==> src/core/udcr_pkg.sv <==
// Package for the USB device initialization configuration register block
package udcr_pkg;
   // Command codes
   localparam logic [7:0] CMD_EPCFG_WR_BASE = 8'h20; // Endpoint config write, 16 codes
   localparam logic [7:0] CMD_EPCFG_RD_BASE = 8'h30; // Endpoint config read, 16 codes
   localparam logic [7:0] CMD_ADDR_WR = 8'hb6;
   localparam logic [7:0] CMD_ADDR_RD = 8'hb7;
   localparam logic [7:0] CMD_MODE_WR = 8'hb8;
   localparam logic [7:0] CMD_MODE_RD = 8'hb9;
   localparam logic [7:0] CMD_STATUS_RD_BASE = 8'h50; // Status read, clears bits
   localparam logic [7:0] CMD_STATUS_CHK_BASE = 8'hd0; // Status check, no side effects
   localparam logic [3:0] CMD_GROUP_MASK_HI = 4'hf;
   // Endpoint count and index of the last endpoint
   localparam int NUM_EP = 16;
   localparam logic [3:0] EP_LAST = 4'hf;
   // Endpoint configuration field positions
   localparam int EPC_FIFO_EN = 7;
   localparam int EPC_DIR = 6;
   localparam int EPC_DBL = 5;
   localparam int EPC_ISO = 4;
   localparam logic [7:0] EPC_RESET = 8'h00;
   // Address register field positions
   localparam int ADR_DEV_EN = 7;
   localparam logic [7:0] ADR_RESET = 8'h00;
   // Mode register field positions
   localparam int MOD_DMA_WD = 7;
   localparam int MOD_SUSP = 5;
   localparam int MOD_IRQ_EN = 3;
   localparam int MOD_DBG = 2;
   localparam int MOD_PULLUP = 0;
   localparam logic [7:0] MOD_RESET = 8'h00;
   // Bits kept over a bus reset: 7, 3, 2, 1, 0
   localparam logic [7:0] MOD_BUSRST_KEEP = 8'h8f;
   // Host port command strobe group
   typedef struct packed {
      logic cmd_valid; // One-cycle pulse: command phase
      logic [7:0] cmd_code;
      logic wr_valid; // One-cycle pulse: write data word
      logic [15:0] wr_data;
      logic rd_req; // One-cycle pulse: read data word
   } udcr_host_s;
   // Endpoint event inputs from the serial engine
   typedef struct packed {
      logic ack_evt;
      logic nak_evt;
      logic err_evt;
      logic xfer_evt;
      logic [3:0] ep_idx;
   } udcr_evt_s;
   // States of the command decoder
   typedef enum logic [1:0] {
      UDCR_IDLE = 2'b00,
      UDCR_WAIT_WR = 2'b01,
      UDCR_ALLOC = 2'b10
   } udcr_state_e;
endpackage : udcr_pkg

==> src/core/udcr_regs.sv <==
// Initialization command register bank of a full-speed USB device controller
`timescale 1ns/1ns
`default_nettype none
// Overview of operation
// - 16-bit port: N bytes take (N+1)/2 words
// - 8-bit register read: upper byte invalid
// - Check-status returns status copy, no clearing
// - Bus reset disables every endpoint
// - FIFO allocation starts after endpoint 15 written
// - Memory-affecting change invalidates all FIFO contents
// - Codes 20-2F write, 30-3F read configs
// - Bit7 enable, bit5 double, bit4 isochronous
// - Bit6 endpoint and DMA direction
// - Bus reset: internal address zero, enabled
// - New address active after status acknowledge
// - Address register: enable bit7, address 6:0
// - Mode register one byte, upper ignored
// - Mode bit7 selects DMA width
// - Suspend on mode bit5 one then zero
// - Mode bit3 gates every interrupt
// - Bit2 selects NAK/error or ACK/transfer interrupts
// - Soft pull-up ignored when external pull-up
// - Mode resets zero; bus reset keeps some
module udcr_regs #(
   parameter logic [63:0] FIFO_SIZE_TABLE = 64'hfedcba9876543210 // Size code per selector, plain default
) (
   input wire logic clk,
   input wire logic resetn,
   input wire udcr_pkg::udcr_host_s host, // Command port strobes
   input wire logic bus_16bit, // Host port width strap (level)
   input wire logic usb_bus_reset, // One-cycle pulse from the serial engine
   input wire logic status_ack, // Host acknowledged the zero-length status packet
   input wire logic external_pullup_flag, // From the hardware configuration register
   input wire logic [7:0] ep_status_in, // Status of the addressed endpoint
   input wire udcr_pkg::udcr_evt_s evt, // Endpoint handshake events
   output logic [15:0] rd_data, // Read word
   output logic rd_valid, // One-cycle pulse with rd_data
   output logic status_clear, // Pulse: ordinary status read clears bits
   output logic [3:0] status_ep, // Endpoint the status command addresses
   output logic [3:0] status_sel_ep, // Endpoint whose status is being read
   output logic [127:0] ep_cfg_flat, // All endpoint configs, endpoint 0 OUT low
   output logic [63:0] ep_size_flat, // Size codes from the table
   output logic [15:0] ep_active, // Enabled and allocated
   output logic fifo_alloc_start, // Pulse: allocation begins
   output logic fifo_invalidate, // Pulse: all FIFO contents lost
   output logic [6:0] usb_address_field, // Address in use on the bus
   output logic device_enable, // Device responds on the bus
   output logic dma_width_sel,
   output logic suspend_trigger, // Pulse: enter suspend
   output logic soft_pullup_enable,
   output logic irq_out // Gated endpoint interrupt
);
   // Host port handshake, as seen from inside the bank:
   // - a command strobe latches the code and arms the data phase
   // - the next write strobe or read request completes the command
   // - a data strobe with no armed command is dropped on the floor
   // - each register is one byte, so one word always ends a command
   // - in a 16-bit port the upper write byte is simply not looked at
   // - reads put the byte in the low half and zero in the upper half
   // Keeping the whole bank in one struct lets one comb block own
   // every next value, so no field can be forgotten on a path.
   // The trade-off is a wide register copy, which synthesis trims.
   // Whole state in one struct
   typedef struct packed {
      udcr_pkg::udcr_state_e state;
      logic [7:0] cmd;
      logic [15:0][7:0] ep_cfg;
      logic [15:0] seq_seen; // Endpoints written since endpoint 15 was last written
      logic allocated;
      logic [7:0] addr_reg; // Software view
      logic [6:0] addr_live; // Address in use
      logic dev_en_live;
      logic addr_pending; // Written address waits for status acknowledge
      logic [7:0] mode;
      logic [15:0] rd_data;
      logic rd_valid;
      logic status_clear;
      logic [3:0] status_ep;
      logic alloc_start;
      logic invalidate;
      logic suspend;
      logic irq;
      logic [63:0] size;
   } udcr_state_s;

   udcr_state_s s_q;
   udcr_state_s s_d;
   logic [1:0] rst_sync_q; // Reset release chain, kept outside the state struct
   logic rst_n; // Synchronised reset
   logic [3:0] cmd_ep;
   logic [3:0] cmd_grp;

   // Reset enters at once but leaves on a clock edge, so no flop
   // sees its release in the middle of a setup window.
   // The chain has its own process: sharing a variable with the
   // state register would give that variable two drivers.
   // Reset enters asynchronously, released through two flops
   always_ff @(posedge clk or negedge resetn) begin
      if (!resetn) begin
         rst_sync_q <= 2'b00;
      end else begin
         rst_sync_q <= {rst_sync_q[0], 1'b1};
      end
   end
   assign rst_n = rst_sync_q[1];
   assign cmd_ep = s_q.cmd[3:0];
   assign cmd_grp = s_q.cmd[7:4];

   // The comb block below works in this order:
   // - pulses default low, so each lasts exactly one cycle
   // - the command phase, then the data phase of an armed command
   // - the status acknowledge that commits a pending address
   // - the bus reset, last, so it wins over anything in the same cycle
   // - the size lookup from the new values, the interrupt path from the old ones
   // A bus reset that meets a register write keeps the reset result;
   // the host must redo the write after enumeration restarts anyway.
   // Next-state logic
   always_comb begin
      logic [7:0] wbyte;
      logic [7:0] old;
      logic bus_evt;
      wbyte = host.wr_data[7:0]; // Upper byte of a word is dropped
      old = 8'h00;
      bus_evt = 1'b0;
      s_d = s_q;
      s_d.rd_valid = 1'b0;
      s_d.status_clear = 1'b0;
      s_d.alloc_start = 1'b0;
      s_d.invalidate = 1'b0;
      s_d.suspend = 1'b0;
      // Command phase latches the code
      if (host.cmd_valid) begin
         s_d.cmd = host.cmd_code;
         s_d.state = udcr_pkg::UDCR_WAIT_WR;
      end
      case (s_q.state)
         udcr_pkg::UDCR_IDLE: begin
            s_d.rd_data = s_q.rd_data; // Hold last read
         end
         udcr_pkg::UDCR_WAIT_WR: begin
            // Each register here is one byte, so one word ends the transfer
            if (host.wr_valid && !host.cmd_valid) begin
               s_d.state = udcr_pkg::UDCR_IDLE;
               if (s_q.cmd[7:4] == udcr_pkg::CMD_EPCFG_WR_BASE[7:4]) begin
                  old = s_q.ep_cfg[cmd_ep];
                  s_d.ep_cfg[cmd_ep] = wbyte;
                  s_d.seq_seen[cmd_ep] = 1'b1;
                  // Any change touching memory after allocation drops all data
                  if (s_q.allocated && ((old[udcr_pkg::EPC_FIFO_EN] != wbyte[udcr_pkg::EPC_FIFO_EN])
                      || (old[3:0] != wbyte[3:0]) || (old[udcr_pkg::EPC_DBL] != wbyte[udcr_pkg::EPC_DBL]))) begin
                     s_d.invalidate = 1'b1; // Memory map stays; only contents are lost
                  end
                  // Allocation only once endpoints 0-14 have all been written, in any order, then endpoint 15
                  if (cmd_ep == udcr_pkg::EP_LAST) begin
                     if (&s_q.seq_seen[14:0]) begin
                        s_d.alloc_start = 1'b1;
                        s_d.allocated = 1'b1;
                     end
                     s_d.seq_seen = 16'h0000;
                  end
               end else if (s_q.cmd == udcr_pkg::CMD_ADDR_WR) begin
                  s_d.addr_reg = wbyte;
                  s_d.addr_pending = 1'b1; // Old address stays until acknowledged
               end else if (s_q.cmd == udcr_pkg::CMD_MODE_WR) begin
                  s_d.mode = wbyte;
                  // Falling suspend bit after a one triggers suspend
                  if (s_q.mode[udcr_pkg::MOD_SUSP] && !wbyte[udcr_pkg::MOD_SUSP]) begin
                     s_d.suspend = 1'b1;
                  end
               end
            end
            // Reads answer the read strobe; upper byte left at zero, meaningless
            if (host.rd_req && !host.cmd_valid) begin
               s_d.state = udcr_pkg::UDCR_IDLE;
               s_d.rd_valid = 1'b1;
               s_d.rd_data = 16'h0000;
               if (cmd_grp == udcr_pkg::CMD_EPCFG_RD_BASE[7:4]) begin
                  s_d.rd_data[7:0] = s_q.ep_cfg[cmd_ep];
               end else if (s_q.cmd == udcr_pkg::CMD_ADDR_RD) begin
                  s_d.rd_data[7:0] = s_q.addr_reg;
               end else if (s_q.cmd == udcr_pkg::CMD_MODE_RD) begin
                  s_d.rd_data[7:0] = s_q.mode;
               end else if (cmd_grp == udcr_pkg::CMD_STATUS_RD_BASE[7:4]) begin
                  s_d.rd_data[7:0] = ep_status_in;
                  s_d.status_clear = 1'b1; // Ordinary read clears
               end else if (cmd_grp == udcr_pkg::CMD_STATUS_CHK_BASE[7:4]) begin
                  s_d.rd_data[7:0] = ep_status_in; // Copy only, nothing cleared
               end
            end
         end
         udcr_pkg::UDCR_ALLOC: begin
            s_d.state = udcr_pkg::UDCR_IDLE;
         end
         default: begin
            s_d.state = udcr_pkg::UDCR_IDLE;
         end
      endcase
      s_d.status_ep = cmd_ep;
      // Commit pending address on status acknowledge
      if (status_ack && s_q.addr_pending) begin
         s_d.addr_live = s_q.addr_reg[6:0];
         s_d.dev_en_live = s_q.addr_reg[udcr_pkg::ADR_DEV_EN];
         s_d.addr_pending = 1'b0;
      end
      // Bus reset: endpoints off, address zero and enabled, register kept
      if (usb_bus_reset) begin
         bus_evt = 1'b1;
         for (int i = 0; i < udcr_pkg::NUM_EP; i++) begin
            s_d.ep_cfg[i][udcr_pkg::EPC_FIFO_EN] = 1'b0;
         end
         s_d.allocated = 1'b0;
         s_d.addr_live = 7'h00;
         s_d.dev_en_live = 1'b1;
         s_d.addr_pending = 1'b0;
         s_d.mode = s_d.mode & udcr_pkg::MOD_BUSRST_KEEP;
      end
      // Size lookup per endpoint
      for (int i = 0; i < udcr_pkg::NUM_EP; i++) begin
         s_d.size[i*4 +: 4] = FIFO_SIZE_TABLE[s_d.ep_cfg[i][3:0]*4 +: 4];
      end
      // The interrupt is a level for one cycle per event, not sticky:
      // a collector outside this bank latches and clears it.
      // Type is looked up for the endpoint that the event names,
      // using the configuration before this cycle's write lands.
      // Interrupt source follows debug mode; global enable gates it
      if (s_q.mode[udcr_pkg::MOD_DBG]) begin
         s_d.irq = s_q.mode[udcr_pkg::MOD_IRQ_EN] && (evt.nak_evt || evt.err_evt);
      end else if (s_q.ep_cfg[evt.ep_idx][udcr_pkg::EPC_ISO]) begin
         s_d.irq = s_q.mode[udcr_pkg::MOD_IRQ_EN] && evt.xfer_evt;
      end else begin
         s_d.irq = s_q.mode[udcr_pkg::MOD_IRQ_EN] && evt.ack_evt;
      end
      if (bus_evt) begin
         s_d.irq = 1'b0;
      end
   end

   // Every field is registered here from the comb copy.
   // Reset values are constants only; no field depends on an input
   // while reset is low, which keeps the reset path free of logic.
   // State register, cleared to documented resets
   always_ff @(posedge clk or negedge rst_n) begin
      if (!rst_n) begin
         s_q.state <= udcr_pkg::UDCR_IDLE;
         s_q.cmd <= 8'h00;
         s_q.ep_cfg <= '0;
         s_q.seq_seen <= 16'h0000;
         s_q.allocated <= 1'b0;
         s_q.addr_reg <= udcr_pkg::ADR_RESET;
         s_q.addr_live <= 7'h00;
         s_q.dev_en_live <= 1'b0;
         s_q.addr_pending <= 1'b0;
         s_q.mode <= udcr_pkg::MOD_RESET;
         s_q.rd_data <= 16'h0000;
         s_q.rd_valid <= 1'b0;
         s_q.status_clear <= 1'b0;
         s_q.status_ep <= 4'h0;
         s_q.alloc_start <= 1'b0;
         s_q.invalidate <= 1'b0;
         s_q.suspend <= 1'b0;
         s_q.irq <= 1'b0;
         s_q.size <= '0;
      end else begin
         s_q.state <= s_d.state;
         s_q.cmd <= s_d.cmd;
         s_q.ep_cfg <= s_d.ep_cfg;
         s_q.seq_seen <= s_d.seq_seen;
         s_q.allocated <= s_d.allocated;
         s_q.addr_reg <= s_d.addr_reg;
         s_q.addr_live <= s_d.addr_live;
         s_q.dev_en_live <= s_d.dev_en_live;
         s_q.addr_pending <= s_d.addr_pending;
         s_q.mode <= s_d.mode;
         s_q.rd_data <= s_d.rd_data;
         s_q.rd_valid <= s_d.rd_valid;
         s_q.status_clear <= s_d.status_clear;
         s_q.status_ep <= s_d.status_ep;
         s_q.alloc_start <= s_d.alloc_start;
         s_q.invalidate <= s_d.invalidate;
         s_q.suspend <= s_d.suspend;
         s_q.irq <= s_d.irq;
         s_q.size <= s_d.size;
      end
   end

   // Outputs straight from state flops
   assign rd_data = s_q.rd_data;
   assign rd_valid = s_q.rd_valid;
   assign status_clear = s_q.status_clear;
   assign status_ep = s_q.status_ep;
   assign status_sel_ep = s_q.cmd[3:0];
   assign ep_cfg_flat = s_q.ep_cfg;
   assign ep_size_flat = s_q.size;
   assign fifo_alloc_start = s_q.alloc_start;
   assign fifo_invalidate = s_q.invalidate;
   assign usb_address_field = s_q.addr_live;
   assign device_enable = s_q.dev_en_live;
   assign dma_width_sel = s_q.mode[udcr_pkg::MOD_DMA_WD];
   assign suspend_trigger = s_q.suspend;
   assign irq_out = s_q.irq;

   // The pull-up follows the mode bit written in the same cycle, so
   // it appears together with the other mode outputs.
   // An external resistor flag overrides the bit from the next clock edge.
   // Pull-up flop honours the external resistor flag
   logic pullup_q;
   always_ff @(posedge clk or negedge rst_n) begin
      if (!rst_n) begin
         pullup_q <= 1'b0;
      end else begin
         pullup_q <= s_d.mode[udcr_pkg::MOD_PULLUP] && !external_pullup_flag;
      end
   end
   assign soft_pullup_enable = pullup_q;

   // Taken from the next values, so a bus reset drops every endpoint
   // in the same cycle as the configuration bits themselves.
   // Active set: enabled and memory allocated
   logic [15:0] active_q;
   always_ff @(posedge clk or negedge rst_n) begin
      if (!rst_n) begin
         active_q <= 16'h0000;
      end else begin
         for (int i = 0; i < udcr_pkg::NUM_EP; i++) begin
            active_q[i] <= s_d.allocated && s_d.ep_cfg[i][udcr_pkg::EPC_FIFO_EN];
         end
      end
   end
   assign ep_active = active_q;
endmodule : udcr_regs
`default_nettype wire

==> config.mk <==
export PLATFORM = sky130hd
export DESIGN_NAME = udcr_regs
export DESIGN_NICKNAME = d
export VERILOG_FILES = /design/src/core/udcr_pkg.sv /design/src/core/udcr_regs.sv
export SDC_FILE = /design/constraint.sdc
export NUM_CORES = 1
export LEC_CHECK = 0
export BUFFER_PORTS_ARGS = -buffer_cell sky130_fd_sc_hd__buf_2
export CORE_MARGIN = 5
export CORE_UTILIZATION = 25
export CTS_BUF_LIST = sky130_fd_sc_hd__clkbuf_8
export CTS_CLUSTER_SIZE = 16
export DETAILED_ROUTE_END_ITERATION = 8
export PLACE_DENSITY = 0.5
export SKIP_CTS_REPAIR_TIMING = 1
export SLEW_MARGIN = 10
export SYNTH_ARGS = -nofsm -noshare
export SYNTH_HDL_FRONTEND = slang
export SYNTH_SLANG_ARGS = --single-unit
==> constraint.sdc <==
create_clock -name clk -period 6 [get_ports clk]
set_input_delay 0.6 -clock clk [delete_from_list [all_inputs] [get_ports clk]]
set_output_delay 0.6 -clock clk [all_outputs]
set_load 0.01 [all_outputs]
==> results of run 1 <==
## per-stage QoR
step           worst slack (ps)  hold WS, ps  util [%]  total power [mW]  cells
2_1_floorplan              2450          304         -              1.70    934
3_3_place_gp               2410          260      26.1              1.77   1544
3_5_place_dp               2370          257      26.1              1.77   1544
4_1_cts                    2350         -262      28.1              3.38   1616
5_1_grt                    2240          133      28.1              3.45   1617
6_report                   2500          171      28.1              3.30   1618
## power by group through the flow
stage               Sequential [mW]  Clock, mW  Combinational (mW)
global placement               1.54          0               0.230
global route                   1.52       1.68               0.249
CTS                            1.51       1.63               0.232
finish                         1.51       1.56               0.225
floorplan                      1.54          0               0.162
detailed placement             1.54          0               0.232
## placed cells by master (no fill, tap or decap), types with 8 or more instances in the layout
cell / n
clkbuf_8: 52
mux2_2: 122
nor2_1: 55
a21oi_1: 22
mux2i_1: 26
buf_2: 279
inv_1: 24
mux4_2: 42
o21ai_0: 10
dfrtp_1: 212
conb_1: 10
nand2_1: 65
nand3_1: 10
nor3_1: 8
## path summary, 6_finish.rpt
| path | start | to | cells past startpoint |
|---|---|---|---|
| worst max-delay path | status_sel_ep[2] | flip-flop | 4 |
| worst min-delay path | external_pullup_flag | soft_pullup_enable | 2 |
| worst max register to register | status_sel_ep[2] | flip-flop | 4 |
| worst min register to register | rst_sync_q[1] | ep_active[13] | 0 |
| max in group asynchronous | rst_sync_q[1] | asynchronous set/reset pin | 1 |
| min in group asynchronous | rst_sync_q[1] | ep_active[13] | 0 |
## metal layers
| metal | vias up | wire (um) | GRT usage (%) | part of all wire (%) |
|---|---|---|---|---|
| met1 | 3644 | 15200 | 18.4 | 42 |
| met2 | 256 | 17000 | 23.1 | 47 |
| met4 | 0 | 1290 | 5.67 | 3.6 |
| met5 | - | 0 | 0 | 0 |
| met3 | 70 | 2390 | 3.91 | 6.7 |
| li1 | 3122 | - | - | - |
## worst max-delay path: cells and delay by family (launching register included)
kind	cells	cell delay [ps]
and+or+nand+nor	2	1550
muxes	1	410
buffers and inverters	1	570
DFF	1	840
## area by class of cell
cell class,instances,area share (%)
antenna,1,0.0201
tap,592,5.96
timing repair buffer,288,11.9
inverter,11,0.332
sequential,216,43.5
clock buffer,52,5.76
multi-input combinational,438,31.2
clock inverter,20,1.28
## cell families (layout without fill, tap and decap cells)
family,after synthesis,count (layout),synth area share (%)
flops,216,216,48.3
buf+inv,280,371,17.3
mux,194,194,23.5
xor+xnor,5,5,0.392
other cells,2,11,0.0672
compound gates,53,53,3.04
simple gates,176,176,7.39
==> out/summary.txt, run 1 <==
root buffer cell - clkbuf_8
Post-Route Skew - 23.5 ps
routed len/inst - 22.2 um
initial core utilization - 25.3%
setup_tns - 0 ps
gr usage total - 14.3%
largest net degree at the start of global routing - 122
RSZ-0062 raised after global routing - false
Post-DP HPWL - 24000 um
leakage - 6.64 nW
Crit path required time - 6440 ps
Final Instance Area - 0.0124 sq mm
Psw - 0.834 mW
Final period util - 58.4%
Synth Instances - 926
pwr dens - 266 mW/mm^2
status - completed
final setup vio count - 0
final hold violations - 0
via count - 7092
clock share of power - 47.3%
slowest cell delay on critical path - 840 ps
critical path type - reg -> reg
post-synth top area share - 48.3%
core area - 0.0442 sq mm
sequential cell area fraction in the yosys report - 48.3%
sequential share of power - 45.9%
die span in x - 221 um
Slew Viols, Final - 0
clock buffer depth - 3
Crit Path Max Fanout - 15
arrival time worst endpoint - 3950 ps
slew margin rel. - 26.3%
Netlist cell types - 53
Clk Latency, worst-skew pair - 580 ps
DR pass1 iterations - 5
nets - 1047
CP Cell Sequence - inv_1, or4_1, nor2_2, mux2_2
slowest CP cell - dfrtp_1
Internal Pwr Total - 2.47 mW
die height - 221 um
critical path endpoint category - flip-flop
ys async rst share - 100%
# DRC - 0
row cnt - 77
yosys warns - 0
Synth area leader - dfrtp_1
Ports - 297
combinational share of power - 6.8%
FF/Latch Area - 0.00541 sq mm
placed cell area - 0.0115 sq mm
Synth area leaders - dfrtp_1 (48%), buf_4 (15%), mux2_2 (12%)
initial antenna violation count - 2
area of the multi-input gates - 0.00388 sq mm
FF+latch count, synth - 216
VDD IR max - 0.117 mV
vias in the first global route - 7456
CP startpoint kind - flip-flop
number of flops mapped to enable cells by yosys - 0
Area Overhead vs Synth - 11.2%
Worst Tran Pin Value - 1100 ps
syn_area_per_cell - 12.1 sq um
share of cells above drive strength 1 - 51.0%
die footprint - 0.0490 sq mm
first-pass GRT wire length - 52200 um
TritonCTS clock tree - yes
ANT nets after route - 0
top cells by count, synth - buf_4 (224), dfrtp_1 (216), mux2_2 (122), nand2_1 (65), nor2_1 (55)
HP Class - in -> reg
drt initial violations - 358
TritonCTS Buffers - 43
I/O Buffers - 279
f_max - 0.285 GHz
count leader, synth - buf_4
H-Tree Depth - 2
# Max-Cap Violations - 0
DR vias/cell - 4.38
final WL - 35900 um
crit path time final - 3500 ps
fillers - 4611
Synth Flop Type - dfrtp_1
worst reg-to-reg setup slack - 2500 ps
Post-Syn Area - 0.0112 sq mm
Switching Fraction - 25.3%
Remaining Overflow, GRT - 0
TritonCTS sink count - 216
Worst-path clk slew - 60 ps
routability cong. - 0.765
Note: power is estimated with default switching activity, not from simulation.
==> run 2: changes to the inputs <==
==> constraint.sdc (replaced) <==
create_clock -name clk -period 3 [get_ports clk]
set_input_delay 0.3 -clock clk [delete_from_list [all_inputs] [get_ports clk]]
set_output_delay 0.3 -clock clk [all_outputs]
set_load 0.01 [all_outputs]
==> run 2 against run 1 <==
  * Final cell count up 2.9%
  * Final area up 3.4%
  * Register-to-register slack worse by 2200 ps
  * Clock skew down 1.5 ps
  * First-iteration DRC count is 4.5% higher
  * Clock power increased by 97%
  * Die area unchanged
  * Combinational power up 120%
  * Critical path type unchanged
  * Largest cell class unchanged
  * Largest power group unchanged
==> out/summary.txt, run 2 (synthesized netlist as in run 1, its figures left out) <==
status - completed
Worst Tran Pin Value - 1060 ps (-39.9 ps)
routed len/inst - 22.1 um (-0.30%)
core area - 0.0442 sq mm (unchanged)
Area Overhead vs Synth - 14.9%
Slew Viols, Final - 0 (unchanged)
Crit path required time - 3450 ps (-2990 ps)
TritonCTS clock tree - yes
die span in x - 221 um (unchanged)
commonest cells after routing, fill and taps aside - buf_2 (279), dfrtp_1 (212), mux2_2 (122)
first-pass GRT wire length - 53500 um (+2.4%)
ANT cells - 0 (-1)
Final period util - 89.7% (+31 points)
nets - 1091 (+4.2%)
VDD IR max - 0.238 mV (+100%)
largest net degree at the start of global routing - 79 (-35%)
crit path time final - 2690 ps (-812 ps)
H-Tree Depth - 2 (unchanged)
final setup vio count - 0 (unchanged)
gr usage total - 14.7% (+0.34 points)
die footprint - 0.0490 sq mm (unchanged)
HP Class - in -> reg
initial antenna violation count - 0 (-2)
final WL - 36800 um (+2.6%)
critical path type - reg -> reg
arrival time worst endpoint - 3140 ps (-810 ps)
slowest CP cell - or4b_1
Post-Place Setup Slack - 324 ps (-2050 ps)
# Max-Cap Violations - 0 (unchanged)
Clk Latency, worst-skew pair - 580 ps (about the same)
final hold violations - 0 (unchanged)
row cnt - 77 (unchanged)
setup_tns - 0 ps (unchanged)
CP Cell Sequence - or4b_1, or4_1, or3_1, buf_4, mux2_1
Ports - 297 (unchanged)
f_max - 0.372 GHz (+30%)
Post-DP HPWL - 26100 um (+8.8%)
CP startpoint kind - flip-flop
TritonCTS Buffers - 42 (-2.3%)
root buffer cell - clkbuf_8
share of cells above drive strength 1 - 51.9% (+0.89 points)
Crit Path Max Fanout - 7 (-8)
via count - 7247 (+2.2%)
slew margin rel. - 29.0% (+2.7 points)
vias in the first global route - 7667 (+2.8%)
pwr dens - 513 mW/mm^2 (+93%)
clock buffer depth - 3 (unchanged)
routability cong. - 0.770 (+0.71%)
Worst-path clk slew - 60 ps (about the same)
RSZ-0062 raised after global routing - false
# DRC - 0 (unchanged)
PnR worst setup slack - 308 ps (-2190 ps)
initial core utilization - 25.3% (unchanged)
CP top delay family - simple AND/OR/NAND/NOR gates
drt initial violations - 374 (+4.5%)
Post-Route Skew - 22.1 ps (-1.46 ps)
die height - 221 um (unchanged)
ANT nets after route - 0 (unchanged)
leakage - 6.87 nW (+3.4%)
most common cell after layout, fill and taps aside - buf_2
slowest cell delay on critical path - 720 ps (-120 ps)
Remaining Overflow, GRT - 0 (unchanged)
DR vias/cell - 4.35 (-0.70%)
critical path endpoint category - flip-flop
DR pass1 iterations - 4 (-1)
I/O Buffers - 279 (unchanged)
TritonCTS sink count - 216 (unchanged)
CP bufs+invs - 1 (unchanged)
==> run 2: layout make-up <==
type / instances / area, sq um
Inverter: 11 / 41.3
Clock buffer: 53 / 729
Timing Repair Buffer: 333 / 1900
Clock inverter: 22 / 141
Sequential cell: 216 / 5410
Multi-Input combinational cell: 438 / 3880
Tap cell: 592 / 741
Fill cell: 4553 / 31400
==> run 2: worst reg2reg max path, delay by kind of cell, from the launching register on <==
family        cells  cell delay (ps)
simple gates      3             1650
mux               1              310
buf+inv           1              190
flops             1              420
==> run 2: metal layers <==
| metal | part of all wire, % | wire length [um] | GRT usage [%] | vias to the layer above |
|---|---|---|---|---|
| met5 | 0 | 0 | 0 | - |
| met4 | 2.5 | 914 | 4.04 | 0 |
| met3 | 8.7 | 3210 | 5.02 | 56 |
| met2 | 49 | 18000 | 24.5 | 276 |
| met1 | 40 | 14600 | 18.2 | 3708 |
| li1 | - | - | - | 3207 |
==> run 2: path summary, 6_finish.rpt <==
kind                               start                          to  slack (ps)  cells after the start
setup / recovery              cmd_grp[3]                   flip-flop         310                      5
hold / removal                  host[17]                    s_q[268]          60                      4
setup reg to reg              cmd_grp[3]                   flip-flop         310                      5
hold reg to reg            rst_sync_q[1]          soft_pullup_enable         340                      0
max in group asynchronous  rst_sync_q[1]  asynchronous set/reset pin        1740                      1
min in group asynchronous  rst_sync_q[1]          soft_pullup_enable         340                      0
==> run 2: report_power, final <==
group / switching (mW) / total, mW / internal [mW] / leakage [nW]
Clock: 1.32 / 3.07 / 1.75 / 0.508
Combinational: 0.296 / 0.488 / 0.192 / 3.43
Sequential: 0.0669 / 3.03 / 2.96 / 2.93
==> run 2: metrics by stage <==
| stage | area, sq um | util, % | cells | hold slack (ps) | power [mW] |
|---|---|---|---|---|---|
| 6_report | 12800 | 29.1 | 1665 | 60.6 | 6.59 |
| 5_1_grt | 12800 | 29.1 | 1665 | 33.3 | 6.91 |
| 4_1_cts | 12700 | 28.8 | 1654 | -567 | 6.73 |
| 3_5_place_dp | 11900 | 26.8 | 1579 | 90.6 | 3.58 |
| 3_3_place_gp | 11900 | 26.8 | 1579 | 86.5 | 3.57 |
| 2_1_floorplan | 11200 | - | 934 | 4.41 | 3.40 |
